**config.mk**
```make
export PLATFORM = sky130hd
export DESIGN_NAME = adc_result_compare_channel_ctrl
export DESIGN_NICKNAME = d
export VERILOG_FILES = /design/src/adc_cmp_pkg.sv /design/src/range_compare.sv /design/src/adc_result_compare_channel_ctrl.sv
export SDC_FILE = /design/constraint.sdc
export NUM_CORES = 1
export LEC_CHECK = 0
export BUFFER_PORTS_ARGS = -buffer_cell sky130_fd_sc_hd__buf_4
export CAP_MARGIN = 5
export CORE_ASPECT_RATIO = 0.5
export CORE_MARGIN = 4
export CORE_UTILIZATION = 49
export CTS_CLUSTER_SIZE = 40
export DETAILED_ROUTE_END_ITERATION = 7
export PLACE_DENSITY = 0.88
export SLEW_MARGIN = 20
export SYNTH_ARGS = -nofsm -noshare
export SYNTH_HDL_FRONTEND = slang
export SYNTH_SLANG_ARGS = --single-unit
```
**constraint.sdc**
```tcl
create_clock -name clk_sys -period 1.83 [get_ports clk_sys]
set_input_delay 0.2745 -clock clk_sys [delete_from_list [all_inputs] [get_ports clk_sys]]
set_output_delay 0.2745 -clock clk_sys [all_outputs]
set_load 0.005 [all_outputs]
```
**src/adc_cmp_pkg.sv**
```systemverilog
package adc_cmp_pkg;

  localparam logic [19:0] ADDR_MODE_TWO   = 20'hf0010;
  localparam logic [19:0] ADDR_UPPER      = 20'hf0011;
  localparam logic [19:0] ADDR_LOWER      = 20'hf0012;
  localparam logic [19:0] ADDR_RESULT_LO  = 20'hfff1e;
  localparam logic [19:0] ADDR_RESULT_HI  = 20'hfff1f;
  localparam logic [19:0] ADDR_CHAN_SEL   = 20'hfff31;

  localparam logic [7:0]  MODE_TWO_RESET  = 8'h00;
  localparam logic [7:0]  UPPER_RESET     = 8'hff;
  localparam logic [7:0]  LOWER_RESET     = 8'h00;
  localparam logic [7:0]  CHAN_SEL_RESET  = 8'h00;
  localparam logic [15:0] RESULT_RESET    = 16'h0000;

  // Mode register two bit positions
  localparam int BIT_POS_REF1     = 7;
  localparam int BIT_RANGE_CHECK  = 3;
  localparam int BIT_WAKE_CONVERT_MODE       = 2;
  localparam int BIT_RESOLUTION   = 0;
  localparam logic [7:0] MODE_TWO_WMASK = 8'hed;

  // Channel select fields
  localparam int BIT_INT_REF      = 7;
  localparam logic [7:0] CHAN_SEL_WMASK = 8'h9f;

  localparam logic [4:0] CODE_FIRST_PIN  = 5'h08;
  localparam logic [4:0] CODE_LAST_PIN   = 5'h11;
  localparam logic [4:0] CODE_BIAS       = 5'h12;
  localparam logic [4:0] CODE_INT_REF    = 5'h01;
  localparam logic [4:0] CODE_LAST_SCAN  = 5'h0c;

  // Analog source selector values
  localparam logic [3:0] SRC_BIAS        = 4'ha;
  localparam logic [3:0] SRC_INT_REF     = 4'hb;
  localparam logic [3:0] SRC_NONE        = 4'hf;

  localparam int RESULT_SHIFT = 6;

  typedef enum logic [1:0] {
    TRIG_SOFTWARE = 2'b00,
    TRIG_RESERVED = 2'b01,
    TRIG_HW_NOWAIT = 2'b10,
    TRIG_HW_WAIT  = 2'b11
  } trig_mode_t;

  typedef struct packed {
    logic        wr;
    logic        rd;
    logic [19:0] addr;
    logic [7:0]  wdata;
  } cpu_req_t;

  typedef struct packed {
    logic       valid;
    logic [9:0] value;
  } conv_done_t;

endpackage : adc_cmp_pkg

```
**src/range_compare.sv**
```systemverilog
`timescale 1ns/100ps
module range_compare (
  input  wire logic [9:0] approx_value,
  input  wire logic       range_check_select,
  input  wire logic [7:0] upper_limit,
  input  wire logic [7:0] lower_limit,
  output wire logic       accept
);
  import adc_cmp_pkg::*;

  // At both resolutions the upper eight result bits meet the limits
  wire logic [7:0] cmp_value = approx_value[9:2];
  wire logic       below     = cmp_value < lower_limit;
  wire logic       above     = cmp_value > upper_limit;
  wire logic       inside_window_area = !below && !above;

  assign accept = range_check_select ? (below || above)
                                     : inside_window_area;

endmodule : range_compare

```
**src/adc_result_compare_channel_ctrl.sv**
```systemverilog
`timescale 1ns/100ps
module adc_result_compare_channel_ctrl (
  input  wire logic                    clk_sys,
  input  wire logic                    resetn,
  input  wire adc_cmp_pkg::cpu_req_t   cpu_req,
  output      logic [7:0]              cpu_rdata,
  input  wire adc_cmp_pkg::conv_done_t conv_done,
  input  wire logic                    scan_or_select,
  input  wire logic [1:0]              scan_step,
  input  wire logic [1:0]              trigger_mode_field,
  input  wire logic                    conversion_run,
  input  wire logic                    converter_power_on,
  input  wire logic                    stop_mode,
  input  wire logic                    hw_trigger,
  output      logic                    conversion_end_irq,
  output      logic [3:0]              analog_source,
  output      logic                    channel_prohibited,
  output      logic                    resolution_eight,
  output      logic                    trig_software,
  output      logic                    trig_hw_nowait,
  output      logic                    trig_hw_wait,
  output      logic                    wake_convert_mode_wake,
  output      logic                    channel_write,
  output      logic                    positive_ref_select
);
  import adc_cmp_pkg::*;

  logic       rst_meta_r;
  logic       rst_sync_r;
  logic [7:0] mode_two_r;
  logic [7:0] upper_r;
  logic [7:0] lower_r;
  logic [7:0] chan_sel_r;
  logic [9:0] result_r;
  logic       irq_r;
  logic       wake_r;
  logic [7:0] rdata_r;
  logic [7:0] rdata_nxt;

  // Reset is released through two stages so the whole block leaves reset together
  always_ff @(posedge clk_sys or negedge resetn) begin
    if (!resetn) begin
      rst_meta_r <= 1'b0;
      rst_sync_r <= 1'b0;
    end else begin
      rst_meta_r <= 1'b1;
      rst_sync_r <= rst_meta_r;
    end
  end

  wire logic rst_n = rst_sync_r;

  // Address decode
  wire logic hit_mode_two  = cpu_req.addr == ADDR_MODE_TWO;
  wire logic hit_upper     = cpu_req.addr == ADDR_UPPER;
  wire logic hit_lower     = cpu_req.addr == ADDR_LOWER;
  wire logic hit_result_lo = cpu_req.addr == ADDR_RESULT_LO;
  wire logic hit_result_hi = cpu_req.addr == ADDR_RESULT_HI;
  wire logic hit_chan_sel  = cpu_req.addr == ADDR_CHAN_SEL;

  wire logic wr_mode_two = cpu_req.wr && hit_mode_two;
  wire logic wr_upper    = cpu_req.wr && hit_upper;
  wire logic wr_lower    = cpu_req.wr && hit_lower;
  wire logic wr_chan_sel = cpu_req.wr && hit_chan_sel;

  // Mode register fields
  wire logic range_check_select = mode_two_r[BIT_RANGE_CHECK];
  wire logic wake_convert_mode_enable      = mode_two_r[BIT_WAKE_CONVERT_MODE];
  wire logic resolution_select  = mode_two_r[BIT_RESOLUTION];

  // Channel select fields
  wire logic       internal_ref_input_select = chan_sel_r[BIT_INT_REF];
  wire logic [4:0] channel_code              = chan_sel_r[4:0];

  // Range comparison decides both the irq and the result update
  logic accept;

  range_compare u_range_compare (
    .approx_value       (conv_done.value),
    .range_check_select (range_check_select),
    .upper_limit        (upper_r),
    .lower_limit        (lower_r),
    .accept             (accept)
  );

  // Eight-bit conversions drop the two low bits before storage
  wire logic [9:0] conv_value = resolution_select ?
                                {conv_done.value[9:2], 2'b00} : conv_done.value;
  wire logic       store      = conv_done.valid && accept;

  // Registers. Writes to the mode and limit registers are taken at any time;
  // the caller must hold the converter idle, which this block does not police.
  wire logic [7:0] mode_two_nxt = wr_mode_two ? (cpu_req.wdata & MODE_TWO_WMASK)
                                              : mode_two_r;
  wire logic [7:0] upper_nxt    = wr_upper ? cpu_req.wdata : upper_r;
  wire logic [7:0] lower_nxt    = wr_lower ? cpu_req.wdata : lower_r;
  // Bits 6:5 are forced to zero whatever software writes
  wire logic [7:0] chan_sel_nxt = wr_chan_sel ? (cpu_req.wdata & CHAN_SEL_WMASK)
                                              : chan_sel_r;

  always_ff @(posedge clk_sys or negedge rst_n) begin
    if (!rst_n) begin
      mode_two_r <= MODE_TWO_RESET;
    end else begin
      mode_two_r <= mode_two_nxt;
    end
  end

  always_ff @(posedge clk_sys or negedge rst_n) begin
    if (!rst_n) begin
      upper_r <= UPPER_RESET;
    end else begin
      upper_r <= upper_nxt;
    end
  end

  always_ff @(posedge clk_sys or negedge rst_n) begin
    if (!rst_n) begin
      lower_r <= LOWER_RESET;
    end else begin
      lower_r <= lower_nxt;
    end
  end

  always_ff @(posedge clk_sys or negedge rst_n) begin
    if (!rst_n) begin
      chan_sel_r <= CHAN_SEL_RESET;
    end else begin
      chan_sel_r <= chan_sel_nxt;
    end
  end

  // Result and interrupt; a suppressed conversion leaves the old result intact
  wire logic [9:0] result_nxt = store ? conv_value : result_r;
  wire logic       irq_nxt    = store;

  always_ff @(posedge clk_sys or negedge rst_n) begin
    if (!rst_n) begin
      result_r <= RESULT_RESET[9:0];
    end else begin
      result_r <= result_nxt;
    end
  end

  always_ff @(posedge clk_sys or negedge rst_n) begin
    if (!rst_n) begin
      irq_r <= 1'b0;
    end else begin
      irq_r <= irq_nxt;
    end
  end

  // Wake_convert_mode: hardware trigger in stop mode wakes the converter only
  wire logic wake_nxt = wake_convert_mode_enable && stop_mode && hw_trigger;

  always_ff @(posedge clk_sys or negedge rst_n) begin
    if (!rst_n) begin
      wake_r <= 1'b0;
    end else begin
      wake_r <= wake_nxt;
    end
  end

  // Read mux; result words are left-justified with low six bits zero
  wire logic [15:0] result_word = {result_r, 6'b00_0000};

  always_comb begin
    rdata_nxt = 8'h00;
    if (hit_mode_two) begin
      rdata_nxt = mode_two_r;
    end else if (hit_upper) begin
      rdata_nxt = upper_r;
    end else if (hit_lower) begin
      rdata_nxt = lower_r;
    end else if (hit_result_lo) begin
      rdata_nxt = result_word[7:0];
    end else if (hit_result_hi) begin
      rdata_nxt = result_word[15:8];
    end else if (hit_chan_sel) begin
      rdata_nxt = chan_sel_r;
    end
  end

  always_ff @(posedge clk_sys or negedge rst_n) begin
    if (!rst_n) begin
      rdata_r <= 8'h00;
    end else if (cpu_req.rd) begin
      rdata_r <= rdata_nxt;
    end
  end

  // Each scan step's source is formed up front; the current step then picks one
  wire logic [3:0] scan_src [4];

  for (genvar s = 0; s < 4; s++) begin : g_scan_step
    wire logic [4:0] step_code = channel_code + 5'(s);
    assign scan_src[s] = 4'(step_code - CODE_FIRST_PIN);
  end

  // Channel decode
  wire logic       pin_code  = channel_code >= CODE_FIRST_PIN &&
                               channel_code <= CODE_LAST_PIN;
  wire logic       scan_ok   = !internal_ref_input_select &&
                               channel_code >= CODE_FIRST_PIN &&
                               channel_code <= CODE_LAST_SCAN;
  wire logic       ref_ok    = internal_ref_input_select &&
                               channel_code == CODE_INT_REF;
  wire logic       bias_ok   = !internal_ref_input_select &&
                               channel_code == CODE_BIAS;
  wire logic       sel_pin   = !internal_ref_input_select && pin_code;
  wire logic [4:0] pin_index = channel_code - CODE_FIRST_PIN;

  always_comb begin
    analog_source      = SRC_NONE;
    channel_prohibited = 1'b0;
    if (scan_or_select) begin
      if (scan_ok) begin
        analog_source = scan_src[scan_step];
      end else begin
        channel_prohibited = 1'b1;
      end
    end else if (sel_pin) begin
      analog_source = pin_index[3:0];
    end else if (bias_ok) begin
      analog_source = SRC_BIAS;
    end else if (ref_ok) begin
      analog_source = SRC_INT_REF;
    end else begin
      channel_prohibited = 1'b1;
    end
  end

  // Trigger mode decode; code 01 is treated as software trigger
  wire logic t_hw_nowait = trigger_mode_field == TRIG_HW_NOWAIT;
  wire logic t_hw_wait   = trigger_mode_field == TRIG_HW_WAIT;

  assign cpu_rdata           = rdata_r;
  assign conversion_end_irq  = irq_r;
  assign resolution_eight    = resolution_select;
  assign trig_software       = !t_hw_nowait && !t_hw_wait;
  assign trig_hw_nowait      = t_hw_nowait;
  assign trig_hw_wait        = t_hw_wait;
  assign wake_convert_mode_wake         = wake_r;
  assign channel_write       = wr_chan_sel;
  assign positive_ref_select = mode_two_r[BIT_POS_REF1];

endmodule : adc_result_compare_channel_ctrl

```
## After elaboration in Yosys (flattened, before gate mapping)

Index checks and enable logic that the tools add are counted.
W data, S select, Z words.

| operators by class | value |
|---|---|
| add/sub/neg operators | 7 |
| order comparisons | 6 |
| equal/unequal tests | 10 |
| mux-type cells | 21 |
| bitwise logic cells | 1 |
| reduce and logical (&&, ||, !) cells | 21 |

Operators by type and width:

| cell | count |
|---|---|
| $eq A20 B20 Y1 const B | 6 |
| $mux W8 | 6 |
| $mux W4 | 5 |
| $sub A4 B4 Y4 const B | 4 |
| $logic_and A1 B1 Y1 | 15 |
| $add A4 B2 Y4 const B | 2 |
| $bmux W4 S2 | 1 |
| $gt A8 B8 Y1 | 1 |
| $lt A8 B8 Y1 | 1 |
| $mux W1 | 6 |
| $mux W3 | 2 |
| $eq A5 B1 Y1 const B | 1 |
| $eq A5 B5 Y1 const B | 1 |
| $ge A5 B4 Y1 const B | 1 |
| $le A5 B4 Y1 const B | 1 |
| $le A5 B5 Y1 const B | 1 |
| $logic_not A1 Y1 | 5 |
| $add A4 B1 Y4 const B | 1 |
| $eq A2 B2 Y1 const B | 2 |
| $ge A3 B3 Y1 const B | 1 |
| $not A2 Y3 | 1 |
| $mux W2 | 1 |
| $logic_or A1 B1 Y1 | 1 |

| storage, ports and cells | value |
|---|---|
| flip-flop bits (word level) | 50 |
| output and inout port bits | 21 |
| logic and storage cells | 76 |

## Logic depth before layout (Yosys ltp)

Gate-level depths: netlist of run 1.

| depth | value |
|---|---|
| word-level depth | 7 |
| gate-level depth with buffers | 9 |
| mapped depth without buffers | 9 |

## Modules after synthesis

A second synthesis of run 1 with hierarchy kept.

| unflattened totals | value |
|---|---|
| cell total of the unflattened synthesis | 314 |
| area total of the unflattened synthesis | 3,163.0 um^2 |

Modules (own cells, without submodules):

| module | instances | cells each | area each (um^2) | sequential area each (um^2) |
|---|---|---|---|---|
| adc_result_compare_channel_ctrl | 1 | 260 | 2,766.4 | 1,261.2 |
| range_compare | 1 | 54 | 396.6 | 0.0 |

## Worst setup path after synthesis of run 1

Ideal clock, no wire load.

| timing | value |
|---|---|
| kind | flip-flop to flip-flop |
| from | register upper_r[5] |
| to | register result_r[3] |
| arrival time | 2,063 ps |
| data required time | 1,705 ps |
| path slack | -358 ps |
| cell stages (with the launch flop) | 10 |
| path buffers | 0 |
| path through | dfstp_2 inv_1 ha_1 and4_1 o2bb2ai_1 a41o_1 a21oi_1 o21ai_2 inv_2 mux2_2 |

| on the way | value |
|---|---|
| word-level cells in the longest chain between the ends | 5 |
| elaborated cells between the ends (all ways) | 6 |
| those cells by class | 1 x order compare; 1 x mux; 4 x reduce/logical |

RTL lines:

| item | RTL line | RTL |
|---|---|---|
| from (decl) | adc_result_compare_channel_ctrl.sv:31 | `logic [7:0] upper_r;` |
| from (signal assigned) | adc_result_compare_channel_ctrl.sv:113 | `upper_r <= upper_nxt;` |
| $gt A8 B8 Y1 * | range_compare.sv:14 | `wire logic above = cmp_value > upper_limit;` |
| $logic_not A1 Y1 | range_compare.sv:15 | `wire logic inside_window_area = !below && !above;` |
| $logic_and A1 B1 Y1 | range_compare.sv:15 |  |
| $mux W1 * | range_compare.sv:17 | `assign accept = range_check_select ? (below \|\| above)` |
| $logic_and A1 B1 Y1 * | adc_result_compare_channel_ctrl.sv:89 | `wire logic store = conv_done.valid && accept;` |
| net irq_nxt | adc_result_compare_channel_ctrl.sv:135 | `wire logic irq_nxt = store;` |
| to (signal assigned) | adc_result_compare_channel_ctrl.sv:139 | `result_r <= RESULT_RESET[9:0];` |
| to (signal assigned) | adc_result_compare_channel_ctrl.sv:141 | `result_r <= result_nxt;` |
| to (decl) | adc_result_compare_channel_ctrl.sv:34 | `logic [9:0] result_r;` |

Mark *: on every way through the listed nets, which the timed path passes. The rest lies on a longest branch.
A chain may end at the register's enable or synchronous reset.

## Final worst setup path of run 1

| timing | value |
|---|---|
| from | register upper_r[7] |
| to | register result_r[3] |

| on the way | value |
|---|---|
| word-level cells in the longest chain between the ends | 5 |
| elaborated cells between the ends (all ways) | 6 |
| those cells by class | 1 x order compare; 1 x mux; 4 x reduce/logical |

RTL lines:

| item | RTL line |
|---|---|
| $gt A8 B8 Y1 * | range_compare.sv:14 |
| $logic_not A1 Y1 | range_compare.sv:15 |
| $logic_and A1 B1 Y1 | range_compare.sv:15 |
| $mux W1 * | range_compare.sv:17 |
| $logic_and A1 B1 Y1 * | adc_result_compare_channel_ctrl.sv:89 |

Mark *: on every way between the ends. The rest lies on a longest branch, timed or not.

==> results of run 1 <==
-- stage by stage --
| step | setup WS, ns | util, % | hold slack [ns] |
|---|---|---|---|
| after floorplan | -0.320 | - | -0.0211 |
| after global placement | -0.394 | 70.5 | 0.0569 |
| after detailed placement | -0.501 | 70.5 | 0.0579 |
| after CTS | -0.502 | 75.6 | 0.219 |
| after global routing | -0.613 | 77.3 | 0.226 |
| final | -0.586 | 77.3 | 0.219 |
-- kinds of logic (layout without fill, tap and decap cells) --
| family | after synthesis | count (layout) | synth area share [%] |
|---|---|---|---|
| other cells | 1 | 1 | 0.125 |
| simple gates | 70 | 70 | 15.0 |
| flops | 50 | 50 | 42.1 |
| mux | 39 | 39 | 14.6 |
| fa+ha+maj | 22 | 22 | 9.19 |
| compound gates | 63 | 63 | 14.9 |
| buf+inv | 32 | 156 | 4.05 |
-- path summary, 6_finish.rpt --
check	from	slack (ns)	endpoint
max	upper_r[7]$_DFFE_PN1P_	-0.59	result_r[3]$_DFFE_PN0P_
min	cpu_req[6]	0.22	upper_r[6]$_DFFE_PN1P_
max reg2reg	upper_r[7]$_DFFE_PN1P_	-0.59	result_r[3]$_DFFE_PN0P_
min reg2reg	rst_n$_DFF_PN0_	0.24	mode_two_r[5]$_DFFE_PN0P_
max in group asynchronous	rst_n$_DFF_PN0_	1.00	upper_r[1]$_DFFE_PN1P_
min in group asynchronous	rst_n$_DFF_PN0_	0.24	mode_two_r[5]$_DFFE_PN0P_
-- state kept, by name, indices dropped and copies added, names as in the netlist --
signal and count:
cpu_rdata 8, rst_n 1, wake_convert_mode_wake 1, conversion_end_irq 1, lower_r 8, mode_two_r 6, result_r 10, chan_sel_r 6
upper_r 8, rst_meta_r 1
-- layout make-up --
cell class | count | share of cell area, %
multi-input combinational | 195 | 41.7
timing repair inverter | 1 | 0.170
clock inverter | 1 | 0.681
tap | 73 | 2.07
timing repair buffer | 122 | 21.4
sequential | 50 | 28.7
inverter | 25 | 2.30
clock buffer | 7 | 3.01
-- where the power goes --
part,total [µW],switching (µW),internal (µW)
logic,424,185,239
registers,1240,63.8,1180
clock network,1050,398,647
total,2710,647,2060
-- cell usage in the layout, fill, tap and decap left out, drive strengths merged, types with 2 or more instances in the layout --
| cell type | instances |
|---|---|
| buf | 121 |
| nand3 | 3 |
| a21oi | 8 |
| clkbuf | 7 |
| nand2 | 11 |
| nor3b | 2 |
| inv | 25 |
| o21a | 2 |
| nor3 | 9 |
| a41o | 2 |
| and3 | 4 |
| nand2b | 2 |
| a31oi | 7 |
| dfstp | 8 |
| a211oi | 5 |
| mux2 | 38 |
| and4 | 6 |
| a22oi | 11 |
| nand4 | 2 |
| nor2b | 8 |
| dfrtp | 42 |
| ha | 22 |
| a222oi | 3 |
| nor2 | 15 |
| o21ai | 11 |
| a21o | 4 |
| or3 | 2 |
| o221ai | 2 |
-- routing by layer --
metal	up-vias	wire, µm	track usage [%]
li1	1270	-	-
met1	1455	3900	33.6
met2	265	5060	48.9
met3	83	1180	7.15
met4	0	758	18.3
met5	-	0	0
-- repair_timing --
item                                   4_1_cts  5_1_grt
setup endpoints to repair                   17       18
setup buffers                                3        3
gates cloned                                 1        0
hold buffers                                 1        0
pin swaps                                   11        5
endpoints found under the hold margin        2        0
gates resized for setup                     24       19
==> impl_results.md, run 1 <==
* Slew Limit Fails at 0
* Area of the mapped netlist at 3000 µm²
* CP Cell Sequence: inv_1 -> ha_4 -> and4_1 -> o2bb2ai_2 -> a41o_1 -> and3_4 -> o21ai_4 -> clkinvlp_4 -> mux2_4
* Detailed Place HPWL at 6640 µm
* Minimum clock period at 2.42 ns
* Most used flip-flop cell after synthesis: dfrtp_1
* Post-Layout Cell Count at 474
* Worst skew pair latency at 0.29 ns
* Class of the worst hold path: in2reg
* Delay-heaviest family, CP: compound AO/OA/AOI/OAI gates
* Flops & latches, synth at 50
* Most frequent cell after synthesis: dfrtp_1
* Post-synth EDFFs at 0
* Setup violations, final at 16
* Initial DRC Count at 296
* Asr flop ratio synth at 100%
* Synth Instances at 277
* Final hold vios at 0
* Largest net degree at the start of global routing at 29
* CTS tree: done
* Crit path max-delay cell type: dfstp_2
* Unrepaired setup endpoints after global routing: yes
* Top post-synthesis cells by area: dfrtp_1, mux2_2, ha_1
* Htree depth at 2
* Inserted Diodes at 0
* Placed Cells at 459
* Die Ht at 63.3 µm
* Fin worst setup slack at -0.586 ns
* GRT overflow at 0
* First-pass GRT wire length at 17000 µm
* Static leakage at 0.00208 µW
* Antenna violations before repair at 0
* Post-synth top cells: dfrtp_1, mux2_2, inv_1, ha_1, nor2_1
* # IOs at 73
* Die Area at 7510 µm²
* Syn_area_per_cell at 10.8 µm²
* FF/Latch Area at 1260 µm²
* Status: finished, violations left
* Layout cell share with drive strength beyond 1 at 54.1%
* CTS buffer count at 5
* Mapped Nets at 351
* Crit Path Max Fanout at 5
* Startpoint class of the critical path: flip-flop
* Area delta synth->final at 47.2%
* Post-synth top area share at 35.1%
* Gpl congestion at 0.926
* Critical path endpoint category: flip-flop
* Dpl cell area at 4020 µm²
* Crit path DAT at 2.59 ns
* Initial Util at 52.5%
* Power density over the cells at 614 nW/µm²
* Worst path bufs/invs at 2
* Stages on worst setup path at 9
* Bufs on Longest Clock Path at 2
* Chip width at 119 µm
* Port Buffers at 70
* Total power at 2710 µW
* Crit share post-route at 132%
* Site Rows at 19
* Post-synth cell types at 53
* Worst path required time at 2.00 ns
* Synth area leader: dfrtp_1
* R2R cell count at 9
* Footprint of the multi-input gates at 1840 µm²
* Skew final at 0.00649 ns
* Clock sink count at 50
* Total routed wirelength at 10900 µm
* Max-cap violations at 0
* Vias/cell at 6.48
* FMAX at 414 MHz
* Ys Warns at 0
* Failing checks: negative setup slack
* Core area at 5710 µm²
* Pre-antenna DRT Iters at 7
* Vias at 3073
* Maximum vdd drop at 0.441 mV
* FILL cells at 320
* CTS clock-pin slew for the worst setup and hold paths at 0.07 ns
* Design area at 4410 µm²
* Setup tns final at -7.48 ns
* Hold depth at 2
* Nets at 474
* DRC at 0
* Crit Path Class: reg2reg
* Global-route usage over all layers at 29.1%
* Sequential share of the synthesized area at 42.1%
* Number of global-route vias before repair at 3179
* CTS root buffer: clkbuf_16
* Largest stage delay on the critical path at 0.54 ns
* Antenna Nets Post-Route at 0
* WL per Instance at 23.0 µm
Power figures use the tool's default switching activity.
==> run 2, diff against run 1 <==
--- a/config.mk
+++ b/config.mk
@@ -5,14 +5,14 @@
 export SDC_FILE = /design/constraint.sdc
 export NUM_CORES = 1
 export LEC_CHECK = 0
-export BUFFER_PORTS_ARGS = -buffer_cell sky130_fd_sc_hd__buf_4
 export CAP_MARGIN = 5
 export CORE_ASPECT_RATIO = 0.5
 export CORE_MARGIN = 4
-export CORE_UTILIZATION = 49
+export CORE_UTILIZATION = 50
 export CTS_CLUSTER_SIZE = 40
 export DETAILED_ROUTE_END_ITERATION = 7
-export PLACE_DENSITY = 0.88
+export DONT_BUFFER_PORTS = 1
+export PLACE_DENSITY = 0.79
 export SLEW_MARGIN = 20
 export SYNTH_ARGS = -nofsm -noshare
 export SYNTH_HDL_FRONTEND = slang
==> run 2 against run 1 <==
Compared with the run above:
- the flow still finishes with violations (negative setup slack)
- sequential share of layout area is 5.1 points higher
- maximum frequency is 6.7% higher
- combinational power is 52% lower
- first-iteration DRC count is 25% lower
- worst hold slack worse by 0.14 ns
- non-clock buffer count is 77 lower
- clock power is 12% lower
- die area is 1.8% lower
- sequential power hardly changed
==> impl_results.md, run 2 (synthesis gave the netlist of run 1 again) <==
* Status: finished, violations left
* Crit path DAT at 2.43 ns
* Nets at 396
* Site Rows at 19
* Hold_sp: cpu_req[28]
* Crit share post-route at 124%
* Clock sink count at 50
* WL per Instance at 20.9 µm
* Bufs on Longest Clock Path at 2
* Final hold vios at 0
* Startpoint class of the critical path: flip-flop
* CP Cell Sequence: inv_1 -> ha_1 -> and4_1 -> o2bb2ai_1 -> a41o_1 -> a21oi_2 -> o21ai_2 -> inv_4 -> mux2_2
* Worst skew pair latency at 0.29 ns
* Max reg flops at 10
* Failing checks: negative setup slack
* Setup slack after placement at -0.474 ns
* Core area at 5630 µm²
* Antenna violations before repair at 0
* CTS root buffer: clkbuf_16
* Final Util at 66.5%
* Die Ht at 62.7 µm
* GRT overflow at 0
* Area delta synth->final at 25.0%
* Worst setup path start: upper_r[2]$_DFFE_PN1P_
* Number of global-route vias before repair at 2666
* Class of the worst hold path: in2reg
* CTS buffer count at 5
* Unrepaired setup endpoints after global routing: yes
* Detailed Place HPWL at 6120 µm
* FMAX at 442 MHz
* Port Buffers at 0
* Top reg by flops: result_r
* Layout cell share with drive strength beyond 1 at 42.1%
* Pre-antenna DRT Iters at 5
* Vias/cell at 6.26
* Crit Path Class: reg2reg
* FILL cells at 410
* Total routed wirelength at 8290 µm
* Crit path max-delay cell type: dfstp_2
* Setup violations, final at 16
* Static leakage at 0.00167 µW
* Max-cap violations at 0
* Vias at 2477
* Crit Path Max Fanout at 10
* Largest net degree at the start of global routing at 30
* Die Area at 7370 µm²
* Global-route usage over all layers at 22.4%
* First-pass GRT wire length at 13200 µm
* CTS clock-pin slew for the worst setup and hold paths at 0.07 ns
* Chip width at 117 µm
* Inserted Diodes at 0
* Maximum vdd drop at 0.422 mV
* Skew final at 0.00596 ns
* # IOs at 73
* Power density over the cells at 630 nW/µm²
* Initial DRC Count at 223
* Worst path required time at 2.00 ns
* Slew Limit Fails at 0
* Fin worst setup slack at -0.434 ns
* Gpl congestion at 0.922
* Commonest non-fill, non-tap cells in the layout: dfrtp_1, buf_4, mux2_2
* Largest stage delay on the critical path at 0.53 ns
* Worst r2r src: upper_r[2]$_DFFE_PN1P_
* Critical path endpoint category: flip-flop
* Htree depth at 2
* CTS tree: done
* DRC at 0
* Minimum clock period at 2.26 ns
* Initial Util at 53.2%
* Antenna Nets Post-Route at 0
==> run 2: timing repair <==
item                                    4_1_cts  5_1_grt
gates resized for setup                      14       16
setup buffers                                 2        3
pin swaps                                     6        7
endpoints found under the hold margin         2        0
hold buffers                                  1        0
endpoints found under the setup margin       16       16
==> run 2: final timing paths <==
path                                                 end  slack [ns]  cells past startpoint
max in group asynchronous         upper_r[1]$_DFFE_PN1P_        1.03                      1
worst max-delay path             result_r[6]$_DFFE_PN0P_       -0.43                      9
worst min-delay path            cpu_rdata[2]$_DFFE_PN0P_        0.08                      1
min in group asynchronous           rst_meta_r$_DFF_PN0_        0.22                      1
worst max register to register   result_r[6]$_DFFE_PN0P_       -0.43                      9
worst min register to register  cpu_rdata[6]$_DFFE_PN0P_        0.22                      0
==> run 2: metal layers <==
layer	vias to the layer above	part of all wire (%)	track usage, %
met3	22	9.7	8.23
met1	1225	42	26.5
met5	-	0	0
li1	1116	-	-
met2	114	46	37.8
met4	0	2.8	8.03
==> run 2: area by class of cell <==
class	count	area, µm²	area share, %
multi-input cells	195	1770	47.4
clock buffers	6	139	3.71
well taps	73	91.3	2.44
clock inverters	2	12.5	0.334
repair buffers	45	368	9.82
inverters	25	96.3	2.57
flip-flops and latches	50	1260	33.8
==> run 2: where the power goes <==
group | internal, µW | switching [µW]
Sequential | 1180 | 50.4
Combinational | 117 | 86.5
Clock | 541 | 388
Total | 1830 | 525
==> run 2: worst max-delay path: cells and delay by family, from the launching register on <==
| family | cells | cell delay [ns] |
|---|---|---|
| fa+ha+maj | 1 | 0.25 |
| simple gates | 1 | 0.20 |
| buf+inv | 2 | 0.18 |
| flops | 1 | 0.53 |
| mux | 1 | 0.36 |
| compound gates | 4 | 0.63 |
==> run 2: metrics by stage <==
| stage | instance area (µm²) | cells | power, µW | TNS (ns) | hold slack [ns] |
|---|---|---|---|---|---|
| floorplan | 3070 | 277 | 1390 | -2.98 | -0.0211 |
| global placement | 3440 | 382 | 1420 | -3.95 | -0.0210 |
| detailed placement | 3440 | 382 | 1430 | -4.86 | -0.0210 |
| CTS | 3660 | 393 | 2370 | -5.25 | 0.0789 |
| global route | 3750 | 396 | 2470 | -7.19 | 0.0740 |
| finish | 3750 | 396 | 2360 | -5.60 | 0.0775 |
==> run 3, diff against run 2 <==
--- a/config.mk
+++ b/config.mk
@@ -13,6 +13,7 @@
 export DETAILED_ROUTE_END_ITERATION = 7
 export DONT_BUFFER_PORTS = 1
 export PLACE_DENSITY = 0.79
+export RECOVER_POWER = 100
 export SLEW_MARGIN = 20
 export SYNTH_ARGS = -nofsm -noshare
 export SYNTH_HDL_FRONTEND = slang
==> constraint.sdc (replaced) <==
create_clock -name clk_sys -period 1.83 [get_ports clk_sys]
set_input_delay 0.183 -clock clk_sys [delete_from_list [all_inputs] [get_ports clk_sys]]
set_output_delay 0.183 -clock clk_sys [all_outputs]
set_load 0.005 [all_outputs]
==> run 3 against run 2 <==
Compared with the run above:
- the flow still finishes with violations (negative setup slack)
- global-route usage grew 0.34 points
- sequential share of layout area grew 0.52 points
- critical path depth did not move
- maximum frequency decreased by 0.57%
- via count down 3.4%
- setup slack lost 0.013 ns
- largest power group unchanged
- first-iteration DRC count down 4.0%
- sequential power barely moved
- count of clock-buffer cells in the layout fell by 1
- total power grew 10%
- non-clock buffer count decreased by 7
- die area unchanged
==> impl_results.md, run 3 (synthesis gave the netlist of run 1 again) <==
* Status: finished, violations left
* Failing checks: negative setup slack
* Worst r2r src: upper_r[7]$_DFFE_PN1P_
* Leading cell type in the layout, fill and taps excluded: dfrtp_1
* Commonest non-fill, non-tap cells in the layout: dfrtp_1, mux2_2, buf_4
* Worst setup path start: upper_r[7]$_DFFE_PN1P_
* Max reg flops at 10
* Bufs on Longest Clock Path at 2
* Unrepaired setup endpoints after global routing: yes
* Critical path endpoint category: flip-flop
* Vias at 2392
* Clock sink count at 50
* Final Util at 65.4%
* NetSw at 530 µW
* Antenna Nets Post-Route at 0
* Initial Util at 53.2%
* Setup slack after placement at -0.497 ns
* Chip width at 117 µm
* Power density over the cells at 708 nW/µm²
* First-pass GRT wire length at 13300 µm
* Reg2reg end: result_r[9]$_DFFE_PN0P_
* Core area at 5630 µm²
* Global-route usage over all layers at 22.7%
* Pre-antenna DRT Iters at 5
* CTS tree: done
* Crit share post-route at 124%
* Worst slew margin at 36.3%
* Detailed Place HPWL at 5870 µm
* Setup tns final at -5.20 ns
* Slew Limit Fails at 0
* GRT overflow at 0
* Port Buffers at 0
* Die Area at 7370 µm²
* Class of the worst hold path: in2reg
* Number of global-route vias before repair at 2586
* WL per Instance at 21.3 µm
* Nets at 389
* # IOs at 73
* Static leakage at 0.00161 µW
* Layout cell share with drive strength beyond 1 at 38.6%
* Worst skew pair latency at 0.28 ns
* Initial DRC Count at 214
* DRC at 0
* Total routed wirelength at 8300 µm
* Cell Int Power at 2070 µW
* Maximum vdd drop at 0.413 mV
* Inserted Diodes at 0
* Minimum clock period at 2.28 ns
* CTS clock-pin slew for the worst setup and hold paths at 0.07 ns
* Top reg by flops: result_r
* Htree depth at 2
* CP Capture Point: result_r[9]$_DFFE_PN0P_
* Clock share of power at 45.2%
* Site Rows at 19
* Largest net degree at the start of global routing at 22
* Fin worst setup slack at -0.447 ns
* Sequential Power Share at 46.9%
* Setup violations, final at 15
* Comb pwr share at 7.9%
* Antenna violations before repair at 0
* Flop-to-flop setup slack at -0.45 ns
* Max-cap violations at 0
* Vias/cell at 6.15
* FMAX at 439 MHz
* CTS root buffer: clkbuf_16
* Final hold vios at 0
* Crit path DAT at 2.44 ns
* Crit Path Max Fanout at 10
* Worst path required time at 2.00 ns
* Startpoint class of the critical path: flip-flop
* CTS buffer count at 5
* Skew final at 0.00566 ns
* Least-Margin Pin Slew at 0.956 ns
* Die Ht at 62.7 µm
* R2R cell count at 9
* Crit Path Class: reg2reg
* Gpl congestion at 0.900
* Sw frac at 20.4%
* Area delta synth->final at 22.9%
==> run 3: area by class of cell <==
| type | count | area, µm² |
|---|---|---|
| well taps | 73 | 91.3 |
| inverters | 25 | 96.3 |
| clock inverters | 3 | 68.8 |
| fillers | 420 | 1950 |
| clock buffers | 5 | 125 |
| flip-flops and latches | 50 | 1260 |
| repair buffers | 38 | 285 |
| multi-input cells | 195 | 1750 |
==> run 3: repair_timing <==
action,in CTS,in global routing
hold buffers,2,0
setup endpoints to repair,16,16
pin swaps,9,11
gates resized for setup,11,20
endpoints found under the hold margin,6,0
setup buffers,3,1
==> run 3: power groups by stage <==
stage | Sequential (µW) | Combinational (µW) | Clock, µW
after floorplan | 1240 | 151 | 0
after global placement | 1240 | 179 | 0
after detailed placement | 1240 | 186 | 0
after CTS | 1220 | 201 | 1200
after global routing | 1230 | 229 | 1260
final | 1220 | 206 | 1180
==> run 3: worst min-delay path by stage <==
stage | cells after the start | startpoint | slack (ns) | endpoint
floorplan | 0 | resetn | -0.11 | rst_meta_r$_DFF_PN0_
global placement | 0 | resetn | -0.11 | rst_meta_r$_DFF_PN0_
detailed placement | 0 | resetn | -0.11 | rst_meta_r$_DFF_PN0_
CTS | 1 | cpu_req[28] | 0.001 | cpu_rdata[3]$_DFFE_PN0P_
global route | 1 | cpu_req[28] | 0.01 | cpu_rdata[3]$_DFFE_PN0P_
finish | 1 | cpu_req[28] | 0.01 | cpu_rdata[3]$_DFFE_PN0P_
==> run 3: metrics by stage <==
step | total power [µW] | hold slack, ns | cells | area, µm²
3_3_place_gp | 1420 | -0.113 | 376 | 3380
6_report | 2610 | 0.0106 | 389 | 3680
2_1_floorplan | 1390 | -0.113 | 277 | 3070
3_5_place_dp | 1430 | -0.113 | 376 | 3380
4_1_cts | 2620 | 0.00113 | 389 | 3660
5_1_grt | 2720 | 0.0114 | 389 | 3680
==> run 3: critical path, stage by stage, from the launching register on <==
cell       delay, ns
dfstp_2         0.54
inv_1           0.06
ha_4            0.27
and4_1          0.20
o2bb2ai_1       0.11
a41o_1          0.18
and3_4          0.23
o21ai_4         0.07
inv_4           0.14
mux2_2          0.36
==> run 3: metal layers <==
metal | up-vias | GRT usage [%] | share of wire (%)
li1 | 1103 | - | -
met1 | 1164 | 28.3 | 43
met2 | 112 | 36.3 | 45
met3 | 13 | 9.04 | 10
met4 | 0 | 7.74 | 1.7
met5 | - | 0 | 0
